--- config.mk ---
export PLATFORM = sky130hd
export DESIGN_NAME = ddc_defrost_ctrl
export DESIGN_NICKNAME = d
export VERILOG_FILES = /design/src/rtl/ddc_defrost_ctrl.v
export VERILOG_INCLUDE_DIRS = /design/src /design/src/rtl
export SDC_FILE = /design/constraint.sdc
export NUM_CORES = 1
export LEC_CHECK = 0
export BUFFER_PORTS_ARGS = -buffer_cell sky130_fd_sc_hd__buf_2
export CAP_MARGIN = 20
export CORE_MARGIN = 10
export CORE_UTILIZATION = 28
export CTS_CLUSTER_DIAMETER = 30
export CTS_CLUSTER_SIZE = 8
export DETAILED_ROUTE_END_ITERATION = 12
export MAX_ROUTING_LAYER = met4
export PLACE_DENSITY = 0.43
export SLEW_MARGIN = 20
export SYNTH_ARGS = -nofsm -noshare
export SYNTH_HDL_FRONTEND = slang
export SYNTH_SLANG_ARGS = --single-unit
export TNS_END_PERCENT = 50
--- constraint.sdc ---
create_clock -name i_core_clk -period 7.03 [get_ports i_core_clk]
set_input_delay 0.703 -clock i_core_clk [delete_from_list [all_inputs] [get_ports i_core_clk]]
set_output_delay 0.703 -clock i_core_clk [all_outputs]
set_load 0.03 [all_outputs]
--- src/rtl/ddc_regs.vh ---
`ifndef DDC_REGS_VH
`define DDC_REGS_VH

// ****************************************************************
// Register map (byte addresses)
// ****************************************************************
`define DDC_ADDR_STATUS   4'h0
`define DDC_ADDR_MASK     4'h4
`define DDC_ADDR_CTRL     4'h8
`define DDC_ADDR_STATE    4'hC

// Status and mask bit positions
`define DDC_EV_START      0
`define DDC_EV_END        1
`define DDC_EV_COIL_FLT   2
`define DDC_EV_AMB_FLT    3
`define DDC_EV_W          4

// Reset values
`define DDC_MASK_RST      4'h0
`define DDC_CTRL_RST      1'b1

// ****************************************************************
// Temperatures in degrees F, signed 8 bit
// ****************************************************************
`define DDC_COLD_F        8'sh23
`define DDC_TERM_50_F     8'sh32
`define DDC_TERM_70_F     8'sh46
`define DDC_TERM_80_F     8'sh50
`define DDC_DELTA_F       8'sh0A

// Jumper positions
`define DDC_JMP_50        2'h1
`define DDC_JMP_80        2'h2

// ****************************************************************
// Times and rates
// ****************************************************************
`define DDC_CLK_HZ        20000000
`define DDC_TICK_S        1
`define DDC_DEMAND_MIN    34
`define DDC_BACKSTOP_H    6
`define DDC_DEFROST_MIN   14
`define DDC_SEC_PER_MIN   60
`define DDC_MIN_PER_H     60
`define DDC_TEST_SPEEDUP  240
`define DDC_LED_SLOT_MS   250
`define DDC_MS_PER_S      1000

// LED flash codes
`define DDC_CODE_STEADY   2'h0
`define DDC_CODE_DEFROST  2'h1
`define DDC_CODE_COIL     2'h2
`define DDC_CODE_AMB      2'h3

`endif

--- src/rtl/ddc_defrost_ctrl.v ---
// The strobed register port and the register addresses were chosen for this implementation.
`timescale 1ns/10ps
`include "ddc_regs.vh"

// Overview of operation
// - Demand defrost needs coil below 35F, 34 minutes cold run, and large delta.
// - Ambient minus coil difference is compared against a threshold for demand start.
// - Six hours cold compressor run since last defrost forces a defrost.
// - Defrost lasts until fourteen minutes pass or coil reaches termination temperature.
// - Termination temperature is 70F by default, jumper selects 50F, 70F or 80F.
// - With ambient sensor failed, defrost every 34 minutes of cold running.
// - With coil sensor failed, no defrost is ever started.
// - Test short enters test mode: temperature enable ignored, timers 240x, manual defrost.
// - Test-started defrost still ends on 14 minutes or termination temperature.
// - Shorting the test pins again ends a test-started defrost at once.
// - LED steady on normally; 1 flash defrost, 2 coil fault, 3 ambient fault.
module ddc_defrost_ctrl #(
    parameter        P_TICK_CYC    = `DDC_CLK_HZ * `DDC_TICK_S,
    parameter        P_LED_CYC     = `DDC_CLK_HZ / `DDC_MS_PER_S * `DDC_LED_SLOT_MS,
    parameter        P_DEMAND_SEC  = `DDC_DEMAND_MIN * `DDC_SEC_PER_MIN,
    parameter        P_BACKSTOP_SEC = `DDC_BACKSTOP_H * `DDC_MIN_PER_H * `DDC_SEC_PER_MIN,
    parameter        P_DEFROST_SEC = `DDC_DEFROST_MIN * `DDC_SEC_PER_MIN,
    parameter [7:0]  P_DELTA_F     = `DDC_DELTA_F
) (
    input  wire        i_core_clk,
    input  wire        i_rst_n,
    input  wire [7:0]  i_amb_temp,
    input  wire [7:0]  i_coil_temp,
    input  wire        i_amb_fail,
    input  wire        i_coil_fail,
    input  wire        i_comp_run,
    input  wire        i_test_short,
    input  wire [1:0]  i_term_jmp,
    input  wire [3:0]  i_addr,
    input  wire [31:0] i_wdata,
    input  wire        i_wr,
    input  wire        i_rd,
    output reg  [31:0] o_rdata,
    output reg         o_defrost,
    output reg         o_led,
    output wire        o_irq
);

// ****************************************************************
// Constants
// ****************************************************************
// Integer parameters held at full width, then cut to the counter widths
localparam [31:0] TICK_NORM_W = P_TICK_CYC;
localparam [31:0] TICK_TEST_W = P_TICK_CYC / `DDC_TEST_SPEEDUP;
localparam [31:0] LED_CYC_W   = P_LED_CYC;
localparam [31:0] DEMAND_S_W  = P_DEMAND_SEC;
localparam [31:0] BACKST_S_W  = P_BACKSTOP_SEC;
localparam [31:0] DEFR_S_W    = P_DEFROST_SEC;
// Counters cover one second of nominal clock and six hours in seconds
localparam [24:0] TICK_NORM = TICK_NORM_W[24:0];
localparam [24:0] TICK_TEST = TICK_TEST_W[24:0];
localparam [24:0] LED_CYC   = LED_CYC_W[24:0];
localparam [14:0] DEMAND_S  = DEMAND_S_W[14:0];
localparam [14:0] BACKST_S  = BACKST_S_W[14:0];
localparam [14:0] DEFR_S    = DEFR_S_W[14:0];
localparam        ST_IDLE   = 1'b0;
localparam        ST_DEFR   = 1'b1;

// Termination temperature from jumper position
function [7:0] term_temp;
    input [1:0] jmp;
    begin
        case (jmp)
            `DDC_JMP_50: term_temp = `DDC_TERM_50_F;
            `DDC_JMP_80: term_temp = `DDC_TERM_80_F;
            default:     term_temp = `DDC_TERM_70_F;
        endcase
    end
endfunction

// ****************************************************************
// State
// ****************************************************************
// Sequencer, timers and software-visible registers
reg                 state;
reg                 test_mode;
reg                 test_defr;
reg                 test_prev;
reg                 amb_prev;
reg                 coil_prev;
reg  [24:0]         tick_cnt;
reg  [14:0]         cold_sec;
reg  [14:0]         defr_sec;
reg  [24:0]         led_cnt;
reg  [3:0]          led_slot;
reg  [`DDC_EV_W-1:0] status;
reg  [`DDC_EV_W-1:0] mask;
reg                 ctrl_en;

// Start and finish qualifiers; the test pin acts on its rising edge only
wire               test_edge = i_test_short & ~test_prev;
wire               tick      = (tick_cnt == 25'h0);
wire signed [8:0]  delta     = $signed({i_amb_temp[7], i_amb_temp})
                             - $signed({i_coil_temp[7], i_coil_temp});
wire               cold      = $signed(i_coil_temp) < $signed(`DDC_COLD_F);
wire               cold_en   = cold | test_mode;
wire               coil_hot  = $signed(i_coil_temp) >= $signed(term_temp(i_term_jmp));
wire               big_delta = delta > $signed({P_DELTA_F[7], P_DELTA_F});
wire               cold_ok   = cold_en & (cold_sec >= DEMAND_S);
wire               demand    = cold_ok & (big_delta | i_amb_fail);
wire               backstop  = cold_sec >= BACKST_S;
wire               manual    = test_edge;
wire               can_start = ctrl_en & ~i_coil_fail;
wire               start     = (state == ST_IDLE) & can_start
                             & (demand | backstop | manual);
wire               finish    = (state == ST_DEFR)
                             & ((defr_sec >= DEFR_S) | coil_hot
                             | (test_defr & test_edge));
// Combinational event vector and next state
reg  [`DDC_EV_W-1:0] ev;
reg                 next_state;

// Event vector for status register
always @*
begin
    ev = {`DDC_EV_W{1'b0}};
    ev[`DDC_EV_START]    = start;
    ev[`DDC_EV_END]      = finish;
    ev[`DDC_EV_COIL_FLT] = i_coil_fail & ~coil_prev;
    ev[`DDC_EV_AMB_FLT]  = i_amb_fail & ~amb_prev;
end

// Next defrost state
always @*
begin
    case (state)
        ST_IDLE: next_state = start ? ST_DEFR : ST_IDLE;
        ST_DEFR: next_state = finish ? ST_IDLE : ST_DEFR;
        default: next_state = ST_IDLE;
    endcase
end

// ****************************************************************
// Timebase: one tick per second, 240 times faster in test mode
// ****************************************************************
always @(posedge i_core_clk or negedge i_rst_n)
begin
    if (!i_rst_n)
        tick_cnt <= 25'h0;
    // A test short restarts the prescaler so the fast rate applies at once
    else if (test_edge)
        tick_cnt <= TICK_TEST - 25'h1;
    else if (tick)
        tick_cnt <= (test_mode ? TICK_TEST : TICK_NORM) - 25'h1;
    else
        tick_cnt <= tick_cnt - 25'h1;
end

// ****************************************************************
// Defrost sequencing and run-time accumulation
// ****************************************************************
always @(posedge i_core_clk or negedge i_rst_n)
begin
    if (!i_rst_n)
    begin
        state     <= ST_IDLE;
        o_defrost <= 1'b0;
        cold_sec  <= 15'h0;
        defr_sec  <= 15'h0;
        test_mode <= 1'b0;
        test_defr <= 1'b0;
        test_prev <= 1'b0;
        amb_prev  <= 1'b0;
        coil_prev <= 1'b0;
    end
    else
    begin
        state     <= next_state;
        o_defrost <= (next_state == ST_DEFR);
        // Edge-detect registers for the test pin and both sensor faults
        test_prev <= i_test_short;
        amb_prev  <= i_amb_fail;
        coil_prev <= i_coil_fail;
        // Cold compressor run time, cleared when defrost ends; it saturates
        // so a very long cold spell cannot wrap and postpone the backstop
        if (finish)
            cold_sec <= 15'h0;
        else if (state == ST_IDLE && tick && i_comp_run && cold_en
                 && cold_sec != 15'h7FFF)
            cold_sec <= cold_sec + 15'h1;
        // Defrost duration timer
        if (state == ST_IDLE)
            defr_sec <= 15'h0;
        else if (tick && defr_sec != 15'h7FFF)
            defr_sec <= defr_sec + 15'h1;
        // Test mode entered by a short and left when any defrost ends, so a
        // short during a normal defrost cannot leave the timers running fast
        if (finish)
        begin
            test_mode <= 1'b0;
            test_defr <= 1'b0;
        end
        else if (start && manual)
        begin
            test_mode <= 1'b1;
            test_defr <= 1'b1;
        end
        else if (test_edge)
            test_mode <= 1'b1;
    end
end

// ****************************************************************
// LED flash codes
// ****************************************************************
reg  [1:0] code;

// Fault codes take priority over defrost indication
always @*
begin
    if (i_coil_fail)
        code = `DDC_CODE_COIL;
    else if (i_amb_fail)
        code = `DDC_CODE_AMB;
    else if (state == ST_DEFR)
        code = `DDC_CODE_DEFROST;
    else
        code = `DDC_CODE_STEADY;
end

// Sixteen slots per frame, a flash is one lit slot then one dark
// A code change mid-frame only alters the flashes still to come
always @(posedge i_core_clk or negedge i_rst_n)
begin
    if (!i_rst_n)
    begin
        led_cnt  <= 25'h0;
        led_slot <= 4'h0;
        o_led    <= 1'b0;
    end
    else
    begin
        if (led_cnt == 25'h0)
        begin
            led_cnt  <= LED_CYC - 25'h1;
            led_slot <= led_slot + 4'h1;
        end
        else
            led_cnt <= led_cnt - 25'h1;
        if (code == `DDC_CODE_STEADY)
            o_led <= 1'b1;
        else
            o_led <= (led_slot < {1'b0, code, 1'b0}) & ~led_slot[0];
    end
end

// ****************************************************************
// Register bus and interrupt
// ****************************************************************
// Write decodes; writes to unmapped addresses are dropped
wire wr_status = i_wr && (i_addr == `DDC_ADDR_STATUS);
wire wr_mask   = i_wr && (i_addr == `DDC_ADDR_MASK);
wire wr_ctrl   = i_wr && (i_addr == `DDC_ADDR_CTRL);

// Sticky events, write one to clear, a new event wins
always @(posedge i_core_clk or negedge i_rst_n)
begin
    if (!i_rst_n)
    begin
        status  <= {`DDC_EV_W{1'b0}};
        mask    <= `DDC_MASK_RST;
        ctrl_en <= `DDC_CTRL_RST;
    end
    else
    begin
        status <= (status & ~(wr_status ? i_wdata[`DDC_EV_W-1:0]
                                        : {`DDC_EV_W{1'b0}})) | ev;
        if (wr_mask)
            mask <= i_wdata[`DDC_EV_W-1:0];
        if (wr_ctrl)
            ctrl_en <= i_wdata[0];
    end
end

// Read data stands the cycle after the read strobe
// Every other cycle it returns to zero, so a stale read is never seen
always @(posedge i_core_clk or negedge i_rst_n)
begin
    if (!i_rst_n)
        o_rdata <= 32'h0;
    else if (i_rd)
    begin
        case (i_addr)
            `DDC_ADDR_STATUS: o_rdata <= {28'h0, status};
            `DDC_ADDR_MASK:   o_rdata <= {28'h0, mask};
            `DDC_ADDR_CTRL:   o_rdata <= {31'h0, ctrl_en};
            `DDC_ADDR_STATE:  o_rdata <= {12'h0, defr_sec[14:0], 1'b0,
                                          code, test_mode, state};
            default:          o_rdata <= 32'h0;
        endcase
    end
    else
        o_rdata <= 32'h0;
end

// Level interrupt while any unmasked sticky event is pending
assign o_irq = |(status & mask);

endmodule // ddc_defrost_ctrl

==> impl_results.md <==
- Status: finished, final reports clean
- R2R Setup Slk: 4.03 ns
- Routability congestion estimate: 0.8335
- First-pass GRT wire length: 25100 um
- Critical path endpoint category: flop
- Distinct cells, synth: 63
- Area Overhead vs Synth: 18.58%
- DRC viols: 0
- Root buffer cell: clkbuf_16
- Final Setup Violations: 0
- CP Max Fanout: 38
- Clock Sinks: 119
- Placed Area: 6895 um2
- Post-CTS setup repair buffer count: 0
- Share of flip-flops with an asynchronous set or reset: 100.0%
- Synthesized flop and latch total: 119
- Maximum clock insertion buffer count: 2
- Largest net degree at the start of global routing: 73
- Post-CTS resize count: 0
- Vias: 4833
- TritonRoute pass-1 iters: 4
- CTS Buf Count: 17
- Post-synth EDFFs: 0
- Final setup TNS: 0 ns
- Worst-path clk slew: 0.06 ns
- Initial Utilization: 28.25%
- Hold slack: 0.2943 ns
- Arr. time, crit path: 3.32 ns
- Lkg Pwr: 3.421 nW
- Commonest non-fill, non-tap cells in the layout: 118 x dfrtp_1, 69 x nor2_1, 56 x nand2_1, 54 x buf_2
- Yosys top cell area share: 46.46%
- Routed WL: 15090 um
- Initial detailed-routing violation count: 360
- Minimum clock period: 2.996 ns
- Vias in the first global route: 4915
- Post-Layout Cell Count: 1014
- Row count: 55
- Routed Antenna Nets: 0
- Die height: 170.7 um
- Yosys top cell by area: dfrtp_1
- Commonest non-fill, non-tap cell in the layout: dfrtp_1
- Ant diodes: 0
- Crit Path Category: reg2reg
- Core Box Area: 22500 um2
- Initial antenna violation count: 0
- Relative slew slack: 30.95%
- PortBufs: 55
- Synthesized cell area: 6356 um2
- Hold WC Path Type: in2async
- Fin util: 33.49%
- Max Fclk: 333.8 MHz
- Top FF cell, synth: dfrtp_1
- GRT Total Usage: 10.97%
- Dpl hpwl: 10870 um
- Post-CTS Hold Fix Bufs: 0
- Max VDD drop: 0.1198 mV
- CTS H-tree depth: 4
- Hold Vio Cnt, Final: 0
- R2R Path Start: tick_cnt[15]
- Crit share post-route: 42.62%
- Cells after Synth: 660
- Synth top area cells: dfrtp_1 46%, xnor2_1 4.8%, ha_1 4.5%
- Die Width: 170.7 um
- Nature of the critical path startpoint: flop
- Synth warn: 0
- Cell total after placement: 983
- Power Density: 265.9 nW/um2
- Design Area, Final: 7537 um2
- Boundary Pins: 97
- Gr ovfl total: 0
- Share of cells above drive strength 1: 14.40%
- Syn_area_per_cell: 9.630 um2
- Vias per std cell: 4.766
- Die area: 29130 um2
- CTS tree: done
- Unrepaired setup endpoints after global routing: no
- Worst r2r path cells: 7
- Max Slew Vio Count: 0
- Worst path required time: 7.36 ns
- Fill cells: 2298
- Worst R2R End: defr_sec[7]
- Worst-Skew Late Latency: 0.42 ns
- Seq/Total Area, Yosys: 46.87%
- Layout Nets: 803
- Worst clock skew: 0.01179 ns
- DR WL/cell: 14.88 um
- Max cap viols: 0
- Least-Margin Pin Slew: 1.026 ns
report_power, final:
part	switching [mW]	internal [mW]
Combinational	0.175	0.106
Clock	0.316	0.635
Sequential	0.0407	0.733
Total	0.531	1.47
worst max-delay path by stage:
stage                        from  slack, ns           end  cells past startpoint
finish               tick_cnt[15]       4.03   defr_sec[7]                      7
global route         tick_cnt[15]       3.79  tick_cnt[10]                      9
CTS                  tick_cnt[15]       4.00  tick_cnt[10]                      9
detailed placement  i_amb_temp[0]       3.78         state                     11
global placement    i_amb_temp[0]       3.80         state                     11
floorplan             tick_cnt[3]       4.12  tick_cnt[22]                     12
flip-flops by register name, summed over array words and instances, names as in the netlist, 4 cells and up:
name      count
o_rdata      19
led_cnt      25
defr_sec     15
led_slot      4
tick_cnt     25
mask          4
cold_sec     15
status        4
metal layers:
| metal | global-route usage [%] | wire [um] | vias to the layer above | share of wire (%) |
|---|---|---|---|---|
| li1 | - | - | 2373 | - |
| met1 | 13.71 | 7216 | 2370 | 48 |
| met2 | 17.12 | 7191 | 81 | 48 |
| met3 | 2.880 | 563 | 9 | 3.7 |
| met4 | 3.166 | 115 | 0 | 0.76 |
| met5 | - | 0 | - | 0 |
layout make-up:
| class | count | area (um2) | area share, % |
|---|---|---|---|
| multi-input combinational | 483 | 3105 | 41.20 |
| sequential | 119 | 2979 | 39.53 |
| clock buffer | 18 | 439.2 | 5.827 |
| tap | 285 | 356.6 | 4.731 |
| timing repair buffer | 61 | 322.8 | 4.283 |
| clock inverter | 13 | 202.7 | 2.689 |
| inverter | 35 | 131.4 | 1.743 |
worst max-delay path, cell delays in order, from the launching register on:
cell and delay (ns):
dfrtp_1 0.42, or4_1 0.64, nor3_1 0.33, and3_1 0.23, buf_4 0.38, nand2_1 0.27
or4_1 0.44, a21boi_0 0.18
synthesized netlist by cell type (5+ instances only):
master    count
inv_1        35
nor2_1       69
and3_1       10
and2_1       28
a21oi_1      22
nand3_1      20
nand4_1      14
a31oi_1       5
xor2_1       28
or4_1         5
o21ai_0      15
or3_1        13
clkbuf_1     18
nor3_1       23
nand2_1      56
nand4b_1      5
mux2_2        5
nor4_1       11
buf_4        14
nand2b_1      9
xnor2_1      35
ha_1         23
mux2i_1       6
dfrtp_1     118
nor2b_1       9
stage by stage:
| stage | worst slack, ns | power, mW |
|---|---|---|
| finish | 4.034 | 2.004 |
| floorplan | 4.119 | 0.9736 |
| CTS | 4.000 | 2.036 |
| global route | 3.790 | 2.100 |
| global placement | 3.797 | 1.065 |
| detailed placement | 3.780 | 1.072 |
kinds of logic after synthesis:
family                     Yosys count  synth area share [%]
adders and majority gates           25                 5.000
buffers and inverters               70                 5.020
muxes                               12                 2.185
DFF                                119                 46.87
AOI/OAI and AO/OA                   80                 8.327
other                                1               0.05900
and+or+nand+nor                    290                 23.86
xor gates and xnor gates            63                 8.681
Power figures use the tool's default switching activity.
